`config.mk`:
```
export PLATFORM = sky130hd
export DESIGN_NAME = system_status_registers
export DESIGN_NICKNAME = d
export VERILOG_FILES = /design/src/core/sys_status_pkg.sv /design/src/core/system_status_registers.sv /design/src/core/field_reg.sv /design/src/core/irq_bank.sv
export SDC_FILE = /design/constraint.sdc
export NUM_CORES = 1
export LEC_CHECK = 0
export BUFFER_PORTS_ARGS = -buffer_cell sky130_fd_sc_hd__buf_2
export CORE_MARGIN = 1.5
export CORE_UTILIZATION = 29
export CTS_CLUSTER_DIAMETER = 30
export DETAILED_ROUTE_END_ITERATION = 7
export GPL_ROUTABILITY_DRIVEN = 0
export SYNTH_ARGS = -nofsm -noshare
export SYNTH_HDL_FRONTEND = slang
export SYNTH_SLANG_ARGS = --single-unit
```
`constraint.sdc`:
```
create_clock -name pclk -period 2.1 [get_ports pclk]
set_input_delay 0.105 -clock pclk [delete_from_list [all_inputs] [get_ports pclk]]
set_output_delay 0.105 -clock pclk [all_outputs]
set_load 0.02 [all_outputs]
```
`src/core/sys_status_pkg.sv`:
```
package sys_status_pkg;

    localparam int ADDR_W = 12;
    localparam int DATA_W = 32;
    localparam int WORD_W = 10;

    // Printed offsets are word indices; byte address is four times the index
    localparam logic [7:0] STATUS1_IDX = 8'hE4;
    localparam logic [7:0] STATUS2_IDX = 8'hEA;
    localparam logic [7:0] STATUS3_IDX = 8'hEC;
    localparam logic [7:0] IRQ_STATUS_IDX = 8'hF0;
    localparam logic [7:0] IRQ_ENABLE_IDX = 8'hF1;
    localparam logic [7:0] IRQ_CLEAR_IDX = 8'hF2;

    localparam logic [31:0] STATUS_RESET = 32'h0000_0000;

    localparam int VOLT_LSB = 16;
    localparam int VOLT_W = 16;
    localparam int SPEED_CMD_LSB = 1;
    localparam int SPEED_CMD_W = 15;
    localparam int SERIAL_ENTRY_BIT = 0;
    localparam int STATE_LSB = 28;
    localparam int STATE_W = 4;
    localparam int SELF_TEST_BIT = 17;
    localparam int MOTOR_SPEED_LSB = 0;
    localparam int MOTOR_SPEED_W = 16;

    localparam int EV_W = 5;
    localparam int EV_SERIAL_ENTRY = 0;
    localparam int EV_SELF_TEST_FAIL = 1;
    localparam int EV_STATE_CHANGE = 2;
    localparam int EV_FAULT_ENTRY = 3;
    localparam int EV_INVALID_STATE = 4;

    typedef enum logic [3:0] {
        ST_SYSTEM_IDLE = 4'h0,
        ST_START = 4'h1,
        ST_RUN = 4'h2,
        ST_INIT = 4'h3,
        ST_INITIAL_POSITION_DETECT_PHASE = 4'h4,
        ST_ALIGN = 4'h5,
        ST_MOTOR_IDLE = 4'h6,
        ST_STOP = 4'h7,
        ST_FAULT = 4'h8,
        ST_DIRECTION = 4'h9,
        ST_SENSOR_ALIGN_PHASE = 4'hA,
        ST_CODE_B = 4'hB,
        ST_COASTING_PHASE = 4'hC,
        ST_BRAKING_PHASE = 4'hD,
        ST_CODE_E = 4'hE,
        ST_NOT_APPLICABLE = 4'hF
    } ctrl_state_t;

    typedef enum logic [2:0] {
        APB_IDLE = 3'b001,
        APB_SETUP = 3'b010,
        APB_ACCESS = 3'b100
    } apb_state_t;

endpackage

```
`src/core/system_status_registers.sv`:
```
// Register access over APB is this design's own decision.
`timescale 1ns/1ps
// Contract
// [RULE_01] Input voltage in status1 bits 31..16, tenths of a volt.
// [RULE_02] Decoded speed command in status1 bits 15..1, 32767 is full scale.
// [RULE_03] Status1 bit 0 is one when serial mode entered by pin sequence.
// [RULE_04] Control state code in status2 bits 31..28.
// [RULE_05] Status2 bit 17 is one when self test failed, zero on pass.
// [RULE_06] Electrical motor speed in status2 bits 15..0, tenths of hertz.
// [RULE_07] Status1 at index E4h, read-only word, clears to zero on reset.
// [RULE_08] Status2 at EAh and status3 at ECh, read-only, zero on reset.
// [RULE_09] Reserved status2 bits read zero; writes to status words ignored.
module system_status_registers
    import sys_status_pkg::*;
(
    input wire logic pclk,
    input wire logic presetn,
    input wire logic ce,
    input wire logic psel,
    input wire logic penable,
    input wire logic pwrite,
    input wire logic [ADDR_W-1:0] paddr,
    input wire logic [DATA_W-1:0] pwdata,
    output logic [DATA_W-1:0] prdata,
    output logic pready,
    output logic pslverr,
    input wire logic [VOLT_W-1:0] input_voltage_reading,
    input wire logic [SPEED_CMD_W-1:0] speed_command,
    input wire logic serial_entry_by_pins,
    input wire logic [STATE_W-1:0] control_state,
    input wire logic self_test_fail_flag,
    input wire logic [MOTOR_SPEED_W-1:0] motor_speed,
    input wire logic [DATA_W-1:0] current_power_word,
    output logic irq
);

    apb_state_t apb_q;
    apb_state_t apb_d;

    logic [VOLT_W-1:0] volt_q;
    logic [SPEED_CMD_W-1:0] speed_cmd_q;
    logic [0:0] serial_entry_q;
    logic [STATE_W-1:0] state_q;
    logic [STATE_W-1:0] state_d;
    logic state_known;
    logic [0:0] self_test_q;
    logic [MOTOR_SPEED_W-1:0] motor_speed_q;
    logic [DATA_W-1:0] current_power_q;

    logic [DATA_W-1:0] status1_word;
    logic [DATA_W-1:0] status2_word;
    logic [EV_W-1:0] events;
    logic [EV_W-1:0] irq_status_q;
    logic [EV_W-1:0] irq_enable_q;

    logic [WORD_W-1:0] word_addr;
    logic aligned;
    logic hit_status1;
    logic hit_status2;
    logic hit_status3;
    logic hit_irq_status;
    logic hit_irq_enable;
    logic hit_irq_clear;
    logic mapped;
    logic setup_phase;
    logic access_done;
    logic enable_we;
    logic clear_we;
    logic [DATA_W-1:0] rdata_d;
    logic [DATA_W-1:0] prdata_q;
    logic err_d;
    logic err_q;

    // [RULE_04] documented state codes
    always_comb begin
        state_known = 1'b0;
        case (ctrl_state_t'(control_state))
            ST_SYSTEM_IDLE: begin
                state_known = 1'b1;
            end
            ST_START: begin
                state_known = 1'b1;
            end
            ST_RUN: begin
                state_known = 1'b1;
            end
            ST_INIT: begin
                state_known = 1'b1;
            end
            ST_INITIAL_POSITION_DETECT_PHASE: begin
                state_known = 1'b1;
            end
            ST_ALIGN: begin
                state_known = 1'b1;
            end
            ST_MOTOR_IDLE: begin
                state_known = 1'b1;
            end
            ST_STOP: begin
                state_known = 1'b1;
            end
            ST_FAULT: begin
                state_known = 1'b1;
            end
            ST_DIRECTION: begin
                state_known = 1'b1;
            end
            ST_SENSOR_ALIGN_PHASE: begin
                state_known = 1'b1;
            end
            ST_COASTING_PHASE: begin
                state_known = 1'b1;
            end
            ST_BRAKING_PHASE: begin
                state_known = 1'b1;
            end
            ST_NOT_APPLICABLE: begin
                state_known = 1'b1;
            end
            ST_CODE_B: begin
                state_known = 1'b0;
            end
            ST_CODE_E: begin
                state_known = 1'b0;
            end
            default: begin
                state_known = 1'b0;
            end
        endcase
    end

    // Codes outside the documented set are shown as not applicable
    assign state_d = state_known ? control_state : ST_NOT_APPLICABLE;

    // [RULE_01] voltage field capture
    field_reg #(
        .W(VOLT_W)
    ) u_volt (
        .pclk(pclk),
        .presetn(presetn),
        .load(ce),
        .d(input_voltage_reading),
        .q(volt_q)
    );

    // [RULE_02] speed command capture
    field_reg #(
        .W(SPEED_CMD_W)
    ) u_speed_cmd (
        .pclk(pclk),
        .presetn(presetn),
        .load(ce),
        .d(speed_command),
        .q(speed_cmd_q)
    );

    // [RULE_03] serial entry capture
    field_reg #(
        .W(1)
    ) u_serial_entry (
        .pclk(pclk),
        .presetn(presetn),
        .load(ce),
        .d(serial_entry_by_pins),
        .q(serial_entry_q)
    );

    // [RULE_04] control state capture
    field_reg #(
        .W(STATE_W)
    ) u_state (
        .pclk(pclk),
        .presetn(presetn),
        .load(ce),
        .d(state_d),
        .q(state_q)
    );

    // [RULE_05] self test flag capture
    field_reg #(
        .W(1)
    ) u_self_test (
        .pclk(pclk),
        .presetn(presetn),
        .load(ce),
        .d(self_test_fail_flag),
        .q(self_test_q)
    );

    // [RULE_06] motor speed capture
    field_reg #(
        .W(MOTOR_SPEED_W)
    ) u_motor_speed (
        .pclk(pclk),
        .presetn(presetn),
        .load(ce),
        .d(motor_speed),
        .q(motor_speed_q)
    );

    // [RULE_08] third status word capture
    field_reg #(
        .W(DATA_W)
    ) u_current_power (
        .pclk(pclk),
        .presetn(presetn),
        .load(ce),
        .d(current_power_word),
        .q(current_power_q)
    );

    // [RULE_01] [RULE_02] [RULE_03] status1 packing
    always_comb begin
        status1_word = STATUS_RESET;
        status1_word[VOLT_LSB +: VOLT_W] = volt_q;
        status1_word[SPEED_CMD_LSB +: SPEED_CMD_W] = speed_cmd_q;
        status1_word[SERIAL_ENTRY_BIT] = serial_entry_q[0];
    end

    // [RULE_04] [RULE_05] [RULE_06] status2 packing
    // [RULE_09] reserved bits stay zero
    always_comb begin
        status2_word = STATUS_RESET;
        status2_word[STATE_LSB +: STATE_W] = state_q;
        status2_word[SELF_TEST_BIT] = self_test_q[0];
        status2_word[MOTOR_SPEED_LSB +: MOTOR_SPEED_W] = motor_speed_q;
    end

    // Events compare the incoming value with the held one; invalid state is decoded from the incoming code alone
    always_comb begin
        events = '0;
        events[EV_SERIAL_ENTRY] = serial_entry_by_pins & ~serial_entry_q[0];
        events[EV_SELF_TEST_FAIL] = self_test_fail_flag & ~self_test_q[0];
        events[EV_STATE_CHANGE] = (state_d != state_q);
        events[EV_FAULT_ENTRY] = (state_d == ST_FAULT) && (state_q != ST_FAULT);
        events[EV_INVALID_STATE] = !state_known;
    end

    // Address decode
    assign word_addr = paddr[ADDR_W-1:2];
    assign aligned = (paddr[1:0] == 2'b00);
    assign hit_status1 = aligned && (word_addr == WORD_W'(STATUS1_IDX));
    assign hit_status2 = aligned && (word_addr == WORD_W'(STATUS2_IDX));
    assign hit_status3 = aligned && (word_addr == WORD_W'(STATUS3_IDX));
    assign hit_irq_status = aligned && (word_addr == WORD_W'(IRQ_STATUS_IDX));
    assign hit_irq_enable = aligned && (word_addr == WORD_W'(IRQ_ENABLE_IDX));
    assign hit_irq_clear = aligned && (word_addr == WORD_W'(IRQ_CLEAR_IDX));
    assign mapped = hit_status1 | hit_status2 | hit_status3 | hit_irq_status | hit_irq_enable | hit_irq_clear;

    assign setup_phase = psel && !penable;
    // Writes land only in an access that followed a setup
    assign access_done = psel && penable && ce && (apb_q == APB_SETUP);

    always_comb begin
        case (apb_q)
            APB_IDLE: begin
                apb_d = setup_phase ? APB_SETUP : APB_IDLE;
            end
            APB_SETUP: begin
                apb_d = (psel && penable) ? APB_ACCESS : (setup_phase ? APB_SETUP : APB_IDLE);
            end
            APB_ACCESS: begin
                apb_d = setup_phase ? APB_SETUP : APB_IDLE;
            end
            default: begin
                apb_d = APB_IDLE;
            end
        endcase
    end

    always_ff @(posedge pclk or negedge presetn) begin
        if (!presetn) begin
            apb_q <= APB_IDLE;
        end else if (ce) begin
            apb_q <= apb_d;
        end
    end

    // [RULE_07] [RULE_08] read mux at fixed indices
    always_comb begin
        rdata_d = STATUS_RESET;
        if (!pwrite) begin
            if (hit_status1) begin
                rdata_d = status1_word;
            end else if (hit_status2) begin
                rdata_d = status2_word;
            end else if (hit_status3) begin
                rdata_d = current_power_q;
            end else if (hit_irq_status) begin
                rdata_d = {{(DATA_W-EV_W){1'b0}}, irq_status_q};
            end else if (hit_irq_enable) begin
                rdata_d = {{(DATA_W-EV_W){1'b0}}, irq_enable_q};
            end else begin
                rdata_d = STATUS_RESET;
            end
        end
    end

    // Unmapped, unaligned, read of clear register; a write of a status word is not an error
    always_comb begin
        err_d = !mapped;
        if (!pwrite && hit_irq_clear) begin
            err_d = 1'b1;
        end
        if (pwrite && (hit_status1 || hit_status2 || hit_status3 || hit_irq_status)) begin
            err_d = 1'b0;
        end
    end

    // Read data sampled at setup so it is stable through the access
    always_ff @(posedge pclk or negedge presetn) begin
        if (!presetn) begin
            prdata_q <= STATUS_RESET;
        end else if (ce && setup_phase) begin
            prdata_q <= rdata_d;
        end
    end

    always_ff @(posedge pclk or negedge presetn) begin
        if (!presetn) begin
            err_q <= 1'b0;
        end else if (ce && setup_phase) begin
            err_q <= err_d;
        end
    end

    // [RULE_09] only interrupt enable and clear registers accept writes
    assign enable_we = access_done && pwrite && hit_irq_enable;
    assign clear_we = access_done && pwrite && hit_irq_clear;

    irq_bank #(
        .W(EV_W)
    ) u_irq (
        .pclk(pclk),
        .presetn(presetn),
        .ce(ce),
        .set(events),
        .enable_we(enable_we),
        .clear_we(clear_we),
        .wdata(pwdata[EV_W-1:0]),
        .status_q(irq_status_q),
        .enable_q(irq_enable_q),
        .irq(irq)
    );

    assign prdata = prdata_q;
    assign pready = psel && penable && ce;
    assign pslverr = psel && penable && ce && err_q;

endmodule

```
`src/core/field_reg.sv`:
```
`timescale 1ns/1ps
module field_reg #(
    parameter int W = 16
) (
    input wire logic pclk,
    input wire logic presetn,
    input wire logic load,
    input wire logic [W-1:0] d,
    output logic [W-1:0] q
);
    always_ff @(posedge pclk or negedge presetn) begin
        if (!presetn) begin
            q <= '0;
        end else if (load) begin
            q <= d;
        end
    end
endmodule

```
`src/core/irq_bank.sv`:
```
`timescale 1ns/1ps
module irq_bank #(
    parameter int W = 5
) (
    input wire logic pclk,
    input wire logic presetn,
    input wire logic ce,
    input wire logic [W-1:0] set,
    input wire logic enable_we,
    input wire logic clear_we,
    input wire logic [W-1:0] wdata,
    output logic [W-1:0] status_q,
    output logic [W-1:0] enable_q,
    output logic irq
);
    logic [W-1:0] status_d;

    // Set wins over a clear in the same cycle
    always_comb begin
        status_d = status_q;
        if (clear_we) begin
            status_d = status_d & ~wdata;
        end
        status_d = status_d | set;
    end

    always_ff @(posedge pclk or negedge presetn) begin
        if (!presetn) begin
            status_q <= '0;
        end else if (ce) begin
            status_q <= status_d;
        end
    end

    always_ff @(posedge pclk or negedge presetn) begin
        if (!presetn) begin
            enable_q <= '0;
        end else if (ce && enable_we) begin
            enable_q <= wdata;
        end
    end

    assign irq = |(status_q & enable_q);
endmodule

```
==> metrics.md, run 1 <==
| Metric | Value |
|---|---|
| Met1 usage in global routing | 20.73% |
| Hold Crit Class | in -> reg |
| Total setup buffers inserted after CTS | 0 |
| RR Startpoint | apb_q[2]$_DFFE_PN0P_ |
| CP max FO | 9 |
| Max clock buf depth | 2 |
| Final worst path period share | 82.39% |
| Post-Synth Adder-Cell Area | 0% |
| Critical path buffer and inverter count | 3 |
| Number of DRC markers in iteration 0 | 173 |
| Setup TNS Final | 0 ns |
| Synth Area in Compound Gates | 10.19% |
| CP required | 2.44 ns |
| Relative slew slack | 59.57% |
| RSZ-0062 raised after global routing | false |
| Synth Area in XOR/XNOR | 0.5906% |
| # clock sinks | 131 |
| Crit path capture | prdata[3]$_DFFE_PN0P_ |
| Maximum vdd drop | 0.4594 mV |
| Vias in the first global route | 4,845 |
| CTS tree | yes |
| Hold_buf cts | 89 |
| Slowest CP cell | dlygate4sd3_1 |
| Max H-tree Level | 4 |
| PwrDens | 787.5 nW/um^2 |
| CP Depth | 7 |
| GR Util met2 | 24.67% |
| Avg Cell Area, Syn | 12.57 um^2 |
| Clk_lat worst skew | 0.42 ns |
| Met3 Track Usage GR | 5.531% |
| Die height | 146.0 um |
| Syn Std Cell Area | 5932 um^2 |
| DR vias/cell | 4.673 |
| Critical path launch point type | input port |
| Final #Nets | 839 |
| Resize count post-CTS | 0 |
| Clk slew on worst S/H paths | 0.06 ns |
| Syn nets | 607 |
| I/O Buffers | 142 |
| Initial antenna violation count | 2 |
| Fraction of layout cells with a size suffix above 1 | 40.22% |
| Ys Warns | 0 |
| Reg area | 3279 um^2 |
| Post-synth ARST share | 100.0% |
| Synthesized flop and latch total | 131 |
| I/O pins | 170 |
| Initial Util | 29.41% |
| Critical path's top delay family | buffers and inverters |
| Reg2reg end | u_irq.enable_q[4]$_DFFE_PN0P_ |
| Die area | 21,320 um^2 |
| Fillers | 1,954 |
| Drt total wl | 15,980 um |
| Multi-input logic area | 2502 um^2 |
| GRT Overall Usage | 15.80% |
| Global-route wire length before repair | 26,100 um |
| Crit path kind | in -> reg |
| Core box area | 20,170 um^2 |
| Top Usage Layer GRT | met2 |
| Mux contribution to synthesized area | 21.81% |
| Synth Instances | 472 |
| Clock root cell | clkbuf_16 |
| Dominant synthesized flop cell | dfrtp_1 |
| Unique masters post-synth | 58 |
| Residual DRC | 0 |
| CTS Buf Count | 17 |
| Area delta synth->final | 43.68% |
| Reg-to-reg slack, setup | 0.43 ns |
| Min Clock Period, post-route | 1.730 ns |
| HPWL Detailed | 10,530 um |
| Final Util | 42.26% |
| Worst slew pin tran | 0.6049 ns |
| Largest net degree at the start of global routing | 78 |
| Chip Width | 146.0 um |
| Simple-Gate Fraction of Synth Area | 9.513% |
| Final hold violations | 0 |
| Critical path startpoint | psel |
| Crit-path cells | dlygate4sd3_1 -> buf_2 -> nor4bb_1 -> buf_4 -> nor4b_2 -> a32oi_1 -> o21ai_1 |
| Post-Route Skew | 0.007965 ns |
| CP arrival | 2.07 ns |
| Routed WL per cell | 16.17 um |
| Critical Path Max Stage Delay | 0.52 ns |
| Max frequency | 578.0 MHz |
| EDFF count, synth | 0 |
| Gr ovfl total | 0 |
| ANT nets after route | 0 |
| Main combinational cell family by area after synthesis | multiplexers |
| Max-Cap Viols | 0 |
| Final setup viols | 0 |
| Leak Pwr | 3.876 nW |
| Setup crit end kind | register |
| Status | finished clean |
| Routed vias | 4,617 |
| Sequential share of the synthesized area | 55.28% |
| Worst Reg-to-Reg Cells | 4 |
| Final Slew Violations | 0 |
| First-pass DRT Iterations | 4 |
| # rows | 52 |
[worst register-to-register path, delay by kind of cell, from the launching register on]
family | cells | cell delay [ns]
flops | 1 | 0.44
mux | 1 | 0.34
simple gates | 3 | 0.79
[metrics by stage]
step / hold slack (ns) / area, um^2 / setup slack [ns] / cells / total power (W)
2_1_floorplan: -0.1906 / 5932 / 0.4658 / 472 / 0.003177
3_5_place_dp: 0.08701 / 7004 / 0.2714 / 866 / 0.003458
6_report: 0.03095 / 8523 / 0.3699 / 988 / 0.006712
4_1_cts: 0.02013 / 8518 / 0.3758 / 986 / 0.006803
3_3_place_gp: 0.08801 / 7004 / 0.2695 / 866 / 0.003441
5_1_grt: 0.03534 / 8521 / 0.2607 / 987 / 0.007031
[cell families (layout without fill, tap and decap cells)]
logic type	after synthesis	count (layout)
AO/OA/AOI/OAI	87	87
other	0	2
buffers and inverters	38	282
multiplexers	116	116
XOR/XNOR	4	4
flip-flops	131	131
AND/OR/NAND/NOR	96	96
[Yosys cell counts, types with 2 or more instances]
cell type,instances,share of area (%)
a21o_1,6,0.76
a21oi_1,4,0.34
a22oi_1,2,0.25
a31oi_1,2,0.21
a32o_1,3,0.51
a32oi_1,11,1.6
and2_1,3,0.32
and3_1,2,0.21
buf_1,2,0.13
buf_2,4,0.34
clkbuf_1,25,1.6
dfrtp_1,130,55
inv_1,6,0.38
mux2_2,86,16
mux2_4,5,1.3
mux2i_1,25,4.2
nand2_1,34,2.2
nand3_1,21,1.8
nand3b_1,2,0.25
nand4_1,2,0.21
nor2_1,6,0.38
nor2b_1,2,0.21
nor3_1,3,0.25
nor3b_1,2,0.25
o211ai_1,15,1.9
o21a_1,5,0.63
o21ai_0,6,0.51
o21ai_1,22,1.9
o31ai_1,2,0.25
or4_1,4,0.51
xnor2_1,2,0.30
xor2_1,2,0.30
[how the worst min path moves through the flow]
stage | end | slack (ns) | from | cells after the start
floorplan | apb_q[1]$_DFFE_PN0P_ | -0.19 | presetn | 0
global placement | u_irq.status_q[0]$_DFFE_PN0P_ | 0.09 | presetn | 1
detailed placement | u_speed_cmd.q[2]$_DFFE_PN0P_ | 0.09 | presetn | 1
CTS | u_state.q[3]$_DFFE_PN0P_ | 0.02 | control_state[3] | 3
global route | u_state.q[3]$_DFFE_PN0P_ | 0.04 | control_state[3] | 3
finish | u_state.q[3]$_DFFE_PN0P_ | 0.03 | control_state[3] | 3
[power breakdown]
part / internal, W / total, W / switching, W
sequential: 0.00270 / 0.00281 / 0.000110
clock: 0.00196 / 0.00318 / 0.00122
combinational: 0.000422 / 0.000721 / 0.000299
total: 0.00508 / 0.00671 / 0.00163
[placed cells by master, fill, tap and decap left out, types with 3 or more instances in the layout]
cell type,n
dlygate4sd3_1,89
o211ai_1,15
clkbuf_16,17
mux2_2,86
bufinv_16,3
o21a_1,5
and2_1,3
mux2_4,5
a21o_1,6
nand2_1,34
buf_2,140
a32oi_1,11
or4_1,4
buf_12,3
mux2i_1,25
nand3_1,21
nor2_1,6
o21ai_1,22
o21ai_0,6
a21oi_1,4
buf_4,12
dfrtp_1,130
a32o_1,3
inv_6,3
inv_1,6
clkinv_4,3
[layout make-up]
class	instances	area share (%)
diodes	2	0.05872
clock buffers	19	5.314
clock inverters	12	1.996
inverters	6	0.2642
multi-input cells	303	29.36
flip-flops and latches	131	38.48
well taps	270	3.964
repair buffers	245	20.57
[per-layer routing]
metal / wire length [um] / up-vias
met2: 7427 / 113
met3: 897 / 16
met1: 7413 / 2272
li1: - / 2216
met4: 241 / 0
met5: 0 / -
[sequential cells by signal, summed over array words and instances, names as in the netlist]
| register | count |
|---|---|
| apb_q | 3 |
| err_q | 1 |
| prdata | 32 |
| u_current_power.q | 32 |
| u_irq.enable_q | 5 |
| u_irq.status_q | 5 |
| u_motor_speed.q | 16 |
| u_self_test.q | 1 |
| u_serial_entry.q | 1 |
| u_speed_cmd.q | 15 |
| u_state.q | 4 |
| u_volt.q | 16 |
Note: power is estimated with default switching activity, not from simulation.
==> run 2: changes to the inputs <==
==> constraint.sdc (replaced) <==
create_clock -name pclk -period 1.7 [get_ports pclk]
set_input_delay 0.085 -clock pclk [delete_from_list [all_inputs] [get_ports pclk]]
set_output_delay 0.085 -clock pclk [all_outputs]
set_load 0.02 [all_outputs]
==> metrics.md, run 2 (synthesis results as in run 1) <==
| Metric | Value |
|---|---|
| Status | finished clean (unchanged) |
| Post-Route Skew | 0.008939 ns (was 0.007965 ns) |
| Vias in the first global route | 4,912 (was 4,845) |
| Largest net degree at the start of global routing | 76 (was 78) |
| Final cell count without fillers | 999 (was 988) |
| Fraction of layout cells with a size suffix above 1 | 40.75% (was 40.22%) |
| Dpl cells | 873 (was 866) |
| Worst slew pin tran | 0.8735 ns (was 0.6049 ns) |
| Multi-input logic area | 2502 um^2 (unchanged) |
| Max-Cap Viols | 0 (unchanged) |
| Min Clock Period, post-route | 1.532 ns |
| Switching pwr | 0.001936 W (was 0.001630 W) |
| Critical Path Max Stage Delay | 0.40 ns (was 0.52 ns) |
| Max frequency | 652.7 MHz |
| Drt total wl | 16,130 um (was 15,980 um) |
| Die height | 146.0 um (unchanged) |
| Core box area | 20,170 um^2 (unchanged) |
| CTS tree | yes (unchanged) |
| Fillers | 1,924 (was 1,954) |
| Reg area | 3279 um^2 (unchanged) |
| HPWL Detailed | 10,640 um (was 10,530 um) |
| Sw frac | 23.37% (was 24.29%) |
| CP max FO | 3 (was 9) |
| Max H-tree Level | 4 (unchanged) |
| Final Util | 42.71% (was 42.26%) |
| Power share of the combinational group | 10.9% (was 10.7%) |
| Chip Width | 146.0 um (unchanged) |
| Relative slew slack | 41.76% (was 59.57%) |
| Max clock buf depth | 2 (unchanged) |
| Gr ovfl total | 0 (unchanged) |
| Clk slew on worst S/H paths | 0.06 ns (about the same) |
| Global-route wire length before repair | 26,190 um (was 26,100 um) |
| # clock sinks | 131 (unchanged) |
| Die area | 21,320 um^2 (unchanged) |
| Number of DRC markers in iteration 0 | 136 (was 173) |
| # rows | 52 (unchanged) |
| Hold Crit Class | in -> async (was in -> reg) |
| Final setup viols | 0 (unchanged) |
| Clk_lat worst skew | 0.42 ns (about the same) |
| Hold_buf cts | 89 (unchanged) |
| ANT nets after route | 0 (unchanged) |
| Clock root cell | clkbuf_16 (unchanged) |
| Slowest CP cell | dfrtp_1 (was dlygate4sd3_1) |
| Crit-path cells | a222oi_1 -> nand2_1 -> buf_2 (was dlygate4sd3_1 -> buf_2 -> nor4bb_1 -> buf_4 -> nor4b_2 -> a32oi_1 -> o21ai_1) |
| Seq pwr share | 41.9% (about the same) |
| Clock share of power | 47.2% (was 47.4%) |
| Critical path buffer and inverter count | 1 (was 3) |
| Total setup buffers inserted after CTS | 0 (unchanged) |
| Resize count post-CTS | 0 (unchanged) |
| Most common cell after layout, fill and taps aside | buf_2 (unchanged) |
| Final worst path period share | 90.13% |
| Setup crit end kind | output port (was register) |
| Area delta synth->final | 45.22% (was 43.68%) |
| Critical path's top delay family | flip-flops (was buffers and inverters) |
| Cell-internal power | 0.006348 W (was 0.005082 W) |
| CP required | 1.62 ns (was 2.44 ns) |
| Final Slew Violations | 0 (unchanged) |
| Commonest non-fill, non-tap cells in the layout | buf_2 (140), dfrtp_1 (130), dlygate4sd3_1 (89) (unchanged) |
| Initial Util | 29.41% (unchanged) |
| CP arrival | 1.45 ns (was 2.07 ns) |
| Routed vias | 4,708 (was 4,617) |
| Crit path kind | reg -> out (was in -> reg) |
| I/O pins | 170 (unchanged) |
| Critical path launch point type | register (was input port) |
| GRT Overall Usage | 15.67% (was 15.80%) |
| Residual DRC | 0 (unchanged) |
| Final hold violations | 0 (unchanged) |
| I/O Buffers | 142 (unchanged) |
| Routed WL per cell | 16.14 um (was 16.17 um) |
| First-pass DRT Iterations | 4 (unchanged) |
| PwrDens | 961.7 nW/um^2 (was 787.5 nW/um^2) |
| DR vias/cell | 4.713 (was 4.673) |
| CTS Buf Count | 17 (unchanged) |
| RSZ-0062 raised after global routing | false (unchanged) |
| Leak Pwr | 3.918 nW (was 3.876 nW) |
| Initial antenna violation count | 3 (was 2) |
| Maximum vdd drop | 0.5756 mV (was 0.4594 mV) |
| Final #Nets | 846 (was 839) |
-- run 2: changes by cell type in the layout (fill, tap and decap cells not counted) --
cell | previous run | this run
clkbuf_1 | 0 | 1
inv_8 | 2 | 0
clkinv_4 | 3 | 1
diode_2 | 2 | 5
clkinvlp_4 | 0 | 2
buf_12 | 3 | 5
clkbuf_8 | 2 | 4
buf_4 | 12 | 17
-- run 2: per-stage QoR --
step | power, W | setup TNS [ns] | hold WS (ns) | setup WS, ns | cell area (um^2)
finish | 0.008285 | 0 | 0.02556 | 0.1679 | 8615
CTS | 0.008411 | 0 | 0.001654 | 0.1637 | 8602
global placement | 0.004260 | -0.008138 | -0.1261 | -0.003373 | 7082
global route | 0.008644 | 0 | 0.01259 | 0.06843 | 8607
floorplan | 0.003925 | 0 | -0.2106 | 0.08577 | 5932
detailed placement | 0.004277 | -0.1130 | -0.1289 | -0.01802 | 7082
-- run 2: area by class of cell --
| cell class | count | area share (%) |
|---|---|---|
| antenna | 5 | 0.1452 |
| timing repair buffer | 252 | 21.25 |
| tap | 270 | 3.922 |
| clock buffer | 22 | 5.621 |
| sequential | 131 | 38.07 |
| clock inverter | 10 | 1.685 |
| multi-input combinational | 303 | 29.05 |
| inverter | 6 | 0.2614 |
-- run 2: routing by layer --
metal | global-route usage (%) | up-vias | wire length (um) | part of all wire (%)
met5 | 0 | - | 0 | 0
met4 | 4.444 | 0 | 177 | 1.1
li1 | - | 2237 | - | -
met1 | 20.42 | 2353 | 7414 | 46
met3 | 4.969 | 15 | 798 | 4.9
met2 | 25.12 | 103 | 7737 | 48
-- run 2: worst paths after layout --
path | start | endpoint | slack [ns] | cells past startpoint
setup / recovery | u_irq.enable_q[4]$_DFFE_PN0P_ | irq | 0.17 | 3
setup reg to reg | apb_q[0]$_DFFE_PN1P_ | u_irq.status_q[2]$_DFFE_PN0P_ | 0.21 | 5
hold / removal | presetn | u_serial_entry.q$_DFFE_PN0P_ | 0.03 | 2
max in group asynchronous | presetn | prdata[15]$_DFFE_PN0P_ | 1.10 | 3
min in group pclk | control_state[1] | u_state.q[1]$_DFFE_PN0P_ | 0.03 | 2
hold reg to reg | prdata[21]$_DFFE_PN0P_ | prdata[21]$_DFFE_PN0P_ | 0.48 | 2
-- run 2: power by group through the flow --
| stage | combinational, W | sequential [W] | clock [W] |
|---|---|---|---|
| floorplan | 0.000443 | 0.00348 | 0 |
| global placement | 0.000734 | 0.00353 | 0 |
| detailed placement | 0.000747 | 0.00353 | 0 |
| CTS | 0.000910 | 0.00347 | 0.00403 |
| global route | 0.000988 | 0.00351 | 0.00415 |
| finish | 0.000900 | 0.00347 | 0.00391 |
==> run 3: changes to the inputs <==
--- a/config.mk
+++ b/config.mk
@@ -6,11 +6,14 @@
 export NUM_CORES = 1
 export LEC_CHECK = 0
 export BUFFER_PORTS_ARGS = -buffer_cell sky130_fd_sc_hd__buf_2
+export CELL_PAD_IN_SITES_DETAIL_PLACEMENT = 1
+export CELL_PAD_IN_SITES_GLOBAL_PLACEMENT = 1
 export CORE_MARGIN = 1.5
 export CORE_UTILIZATION = 29
 export CTS_CLUSTER_DIAMETER = 30
 export DETAILED_ROUTE_END_ITERATION = 7
 export GPL_ROUTABILITY_DRIVEN = 0
+export PLACE_DENSITY_LB_ADDON = 0.1
 export SYNTH_ARGS = -nofsm -noshare
 export SYNTH_HDL_FRONTEND = slang
 export SYNTH_SLANG_ARGS = --single-unit
==> metrics.md, run 3 (synthesis results as in run 1) <==
| Metric | Value |
|---|---|
| Hold Crit Class | in -> reg (was in -> async) |
| Clock root cell | clkbuf_16 (unchanged) |
| Post-Route Skew | 0.007816 ns (was 0.008939 ns) |
| PwrDens | 925.2 nW/um^2 (was 961.7 nW/um^2) |
| Routed WL per cell | 17.28 um (was 16.14 um) |
| Die area | 21,320 um^2 (unchanged) |
| # rows | 52 (unchanged) |
| Hold Path Origin | control_state[1] |
| Final #Nets | 851 (was 846) |
| Initial Util | 29.41% (unchanged) |
| Initial antenna violation count | 0 (was 3) |
| Critical path's top delay family | flip-flops (unchanged) |
| ANT nets after route | 0 (unchanged) |
| Core box area | 20,170 um^2 (unchanged) |
| Commonest non-fill, non-tap cells in the layout | buf_2 (140), dfrtp_1 (130), dlygate4sd3_1 (90) (was buf_2 (140), dfrtp_1 (130), dlygate4sd3_1 (89)) |
| Largest net degree at the start of global routing | 73 (was 76) |
| First-pass DRT Iterations | 5 (was 4) |
| # clock sinks | 131 (unchanged) |
| Final worst path period share | 92.46% (was 90.13%) |
| Final Slew Violations | 0 (unchanged) |
| Global-route wire length before repair | 28,590 um (was 26,190 um) |
| Final hold slack | 0.03308 ns (was 0.02556 ns) |
| Hold EP | u_state.q[1]$_DFFE_PN0P_ |
| Final cell count without fillers | 999 (unchanged) |
| CP Depth | 3 (unchanged) |
| CTS Buf Count | 17 (unchanged) |
| Resize count post-CTS | 0 (unchanged) |
| Final Util | 42.48% (was 42.71%) |
| RR Startpoint | apb_q[2]$_DFFE_PN0P_ (was apb_q[0]$_DFFE_PN1P_) |
| Reg area | 3279 um^2 (unchanged) |
| Reg2reg end | u_irq.status_q[2]$_DFFE_PN0P_ (unchanged) |
| Crit-path cells | a222oi_1 -> nand2_1 -> buf_2 (unchanged) |
| Final hold violations | 0 (unchanged) |
| Antenna cells | 0 (was 5) |
| Critical path launch point type | register (unchanged) |
| Die height | 146.0 um (unchanged) |
| RSZ-0062 raised after global routing | false (unchanged) |
| Leak Pwr | 3.894 nW (was 3.918 nW) |
| HPWL Detailed | 11,920 um (was 10,640 um) |
| CTS tree | yes (unchanged) |
| GRT Overall Usage | 17.14% (was 15.67%) |
| Final setup viols | 0 (unchanged) |
| Post-route cell area | 8567 um^2 (was 8615 um^2) |
| Cell-internal power | 0.005951 W (was 0.006348 W) |
| Max clock buf depth | 2 (unchanged) |
| CP max FO | 3 (unchanged) |
| Clk slew on worst S/H paths | 0.06 ns (about the same) |
| Setup crit end kind | output port (unchanged) |
| Switching pwr | 0.001975 W (was 0.001936 W) |
| Status | finished clean (unchanged) |
| Number of DRC markers in iteration 0 | 143 (was 136) |
| Max H-tree Level | 4 (unchanged) |
| Power share of the combinational group | 11.6% (was 10.9%) |
| Critical Path Max Stage Delay | 0.41 ns (was 0.40 ns) |
| Placed Instance Area | 7099 um^2 (was 7082 um^2) |
| Routed vias | 4,687 (was 4,708) |
| Total power | 0.007926 W (was 0.008285 W) |
| Crit path kind | reg -> out (unchanged) |
| Residual DRC | 0 (unchanged) |
| Fillers | 2,193 (was 1,924) |
| I/O Buffers | 142 (unchanged) |
| Reg-to-reg slack, setup | 0.15 ns (was 0.21 ns) |
| Hold_buf cts | 90 (was 89) |
| Total setup buffers inserted after CTS | 0 (unchanged) |
| Hold depth | 2 |
| Slowest CP cell | dfrtp_1 (unchanged) |
| Most common cell after layout, fill and taps aside | buf_2 (unchanged) |
| Worst slew pin tran | 0.5443 ns (was 0.8735 ns) |
| Seq pwr share | 43.9% (was 41.9%) |
| Critical path buffer and inverter count | 1 (unchanged) |
| Vias in the first global route | 5,270 (was 4,912) |
| Sw frac | 24.92% (was 23.37%) |
| Chip Width | 146.0 um (unchanged) |
| Area delta synth->final | 44.42% (was 45.22%) |
| DR vias/cell | 4.692 (was 4.713) |
| CP arrival | 1.49 ns (was 1.45 ns) |
| Clock share of power | 44.5% (was 47.2%) |
| Gr ovfl total | 0 (unchanged) |
| Max-Cap Viols | 0 (unchanged) |
| Dpl cells | 877 (was 873) |
| Fraction of layout cells with a size suffix above 1 | 40.88% (was 40.75%) |
| Drt total wl | 17,260 um (was 16,130 um) |
| Relative slew slack | 63.72% (was 41.76%) |
| Multi-input logic area | 2502 um^2 (unchanged) |
| Max frequency | 636.2 MHz (was 652.7 MHz) |
| Clk_lat worst skew | 0.42 ns (about the same) |
| Worst Reg-to-Reg Cells | 5 (unchanged) |
| Min Clock Period, post-route | 1.572 ns (was 1.532 ns) |
| CP required | 1.62 ns (about the same) |
| I/O pins | 170 (unchanged) |
| Maximum vdd drop | 0.6026 mV (was 0.5756 mV) |
-- run 3: worst max path at each step --
stage	from	endpoint	slack [ns]
after global routing	u_irq.enable_q[4]$_DFFE_PN0P_	irq	0.005
after CTS	u_irq.enable_q[4]$_DFFE_PN0P_	irq	0.1
after detailed placement	paddr[1]	u_irq.status_q[2]$_DFFE_PN0P_	-0.02
final	u_irq.enable_q[4]$_DFFE_PN0P_	irq	0.13
after global placement	paddr[1]	u_irq.status_q[2]$_DFFE_PN0P_	-0.04
after floorplan	paddr[1]	u_irq.enable_q[0]$_DFFE_PN0P_	0.09
-- run 3: layout make-up --
cell class | instances | area share (%)
Clock buffer | 20 | 5.214
Tap cell | 270 | 3.943
Timing Repair Buffer | 257 | 21.69
Sequential cell | 131 | 38.28
Clock inverter | 12 | 1.402
Multi-Input combinational cell | 303 | 29.21
Inverter | 6 | 0.2629
-- run 3: worst reg2reg max path: stages, from the launching register on --
cell      delay (ns)
dfrtp_1         0.44
nor2_1          0.19
and4_1          0.32
buf_4           0.17
and3_1          0.18
o221ai_1        0.12
-- run 3: per-layer routing --
metal / vias up / wire length (um) / GRT usage [%]
met5: - / 0 / 0
met4: 0 / 175 / 4.141
met3: 12 / 777 / 4.625
met2: 92 / 8887 / 29.81
met1: 2355 / 7422 / 21.18
li1: 2228 / - / -
-- run 3: power groups by stage --
stage / logic, W / clock network, W / registers, W
finish: 0.000920 / 0.00353 / 0.00348
global route: 0.00102 / 0.00380 / 0.00351
CTS: 0.000938 / 0.00365 / 0.00348
detailed placement: 0.000773 / 0 / 0.00354
global placement: 0.000749 / 0 / 0.00353
floorplan: 0.000443 / 0 / 0.00348
-- run 3: stage by stage --
step / setup TNS (ns) / setup WS (ns)
floorplan: 0 / 0.08577
finish: 0 / 0.1281
global route: 0 / 0.005177
global placement: -0.05773 / -0.03805
detailed placement: -0.1278 / -0.02337
CTS: 0 / 0.09794
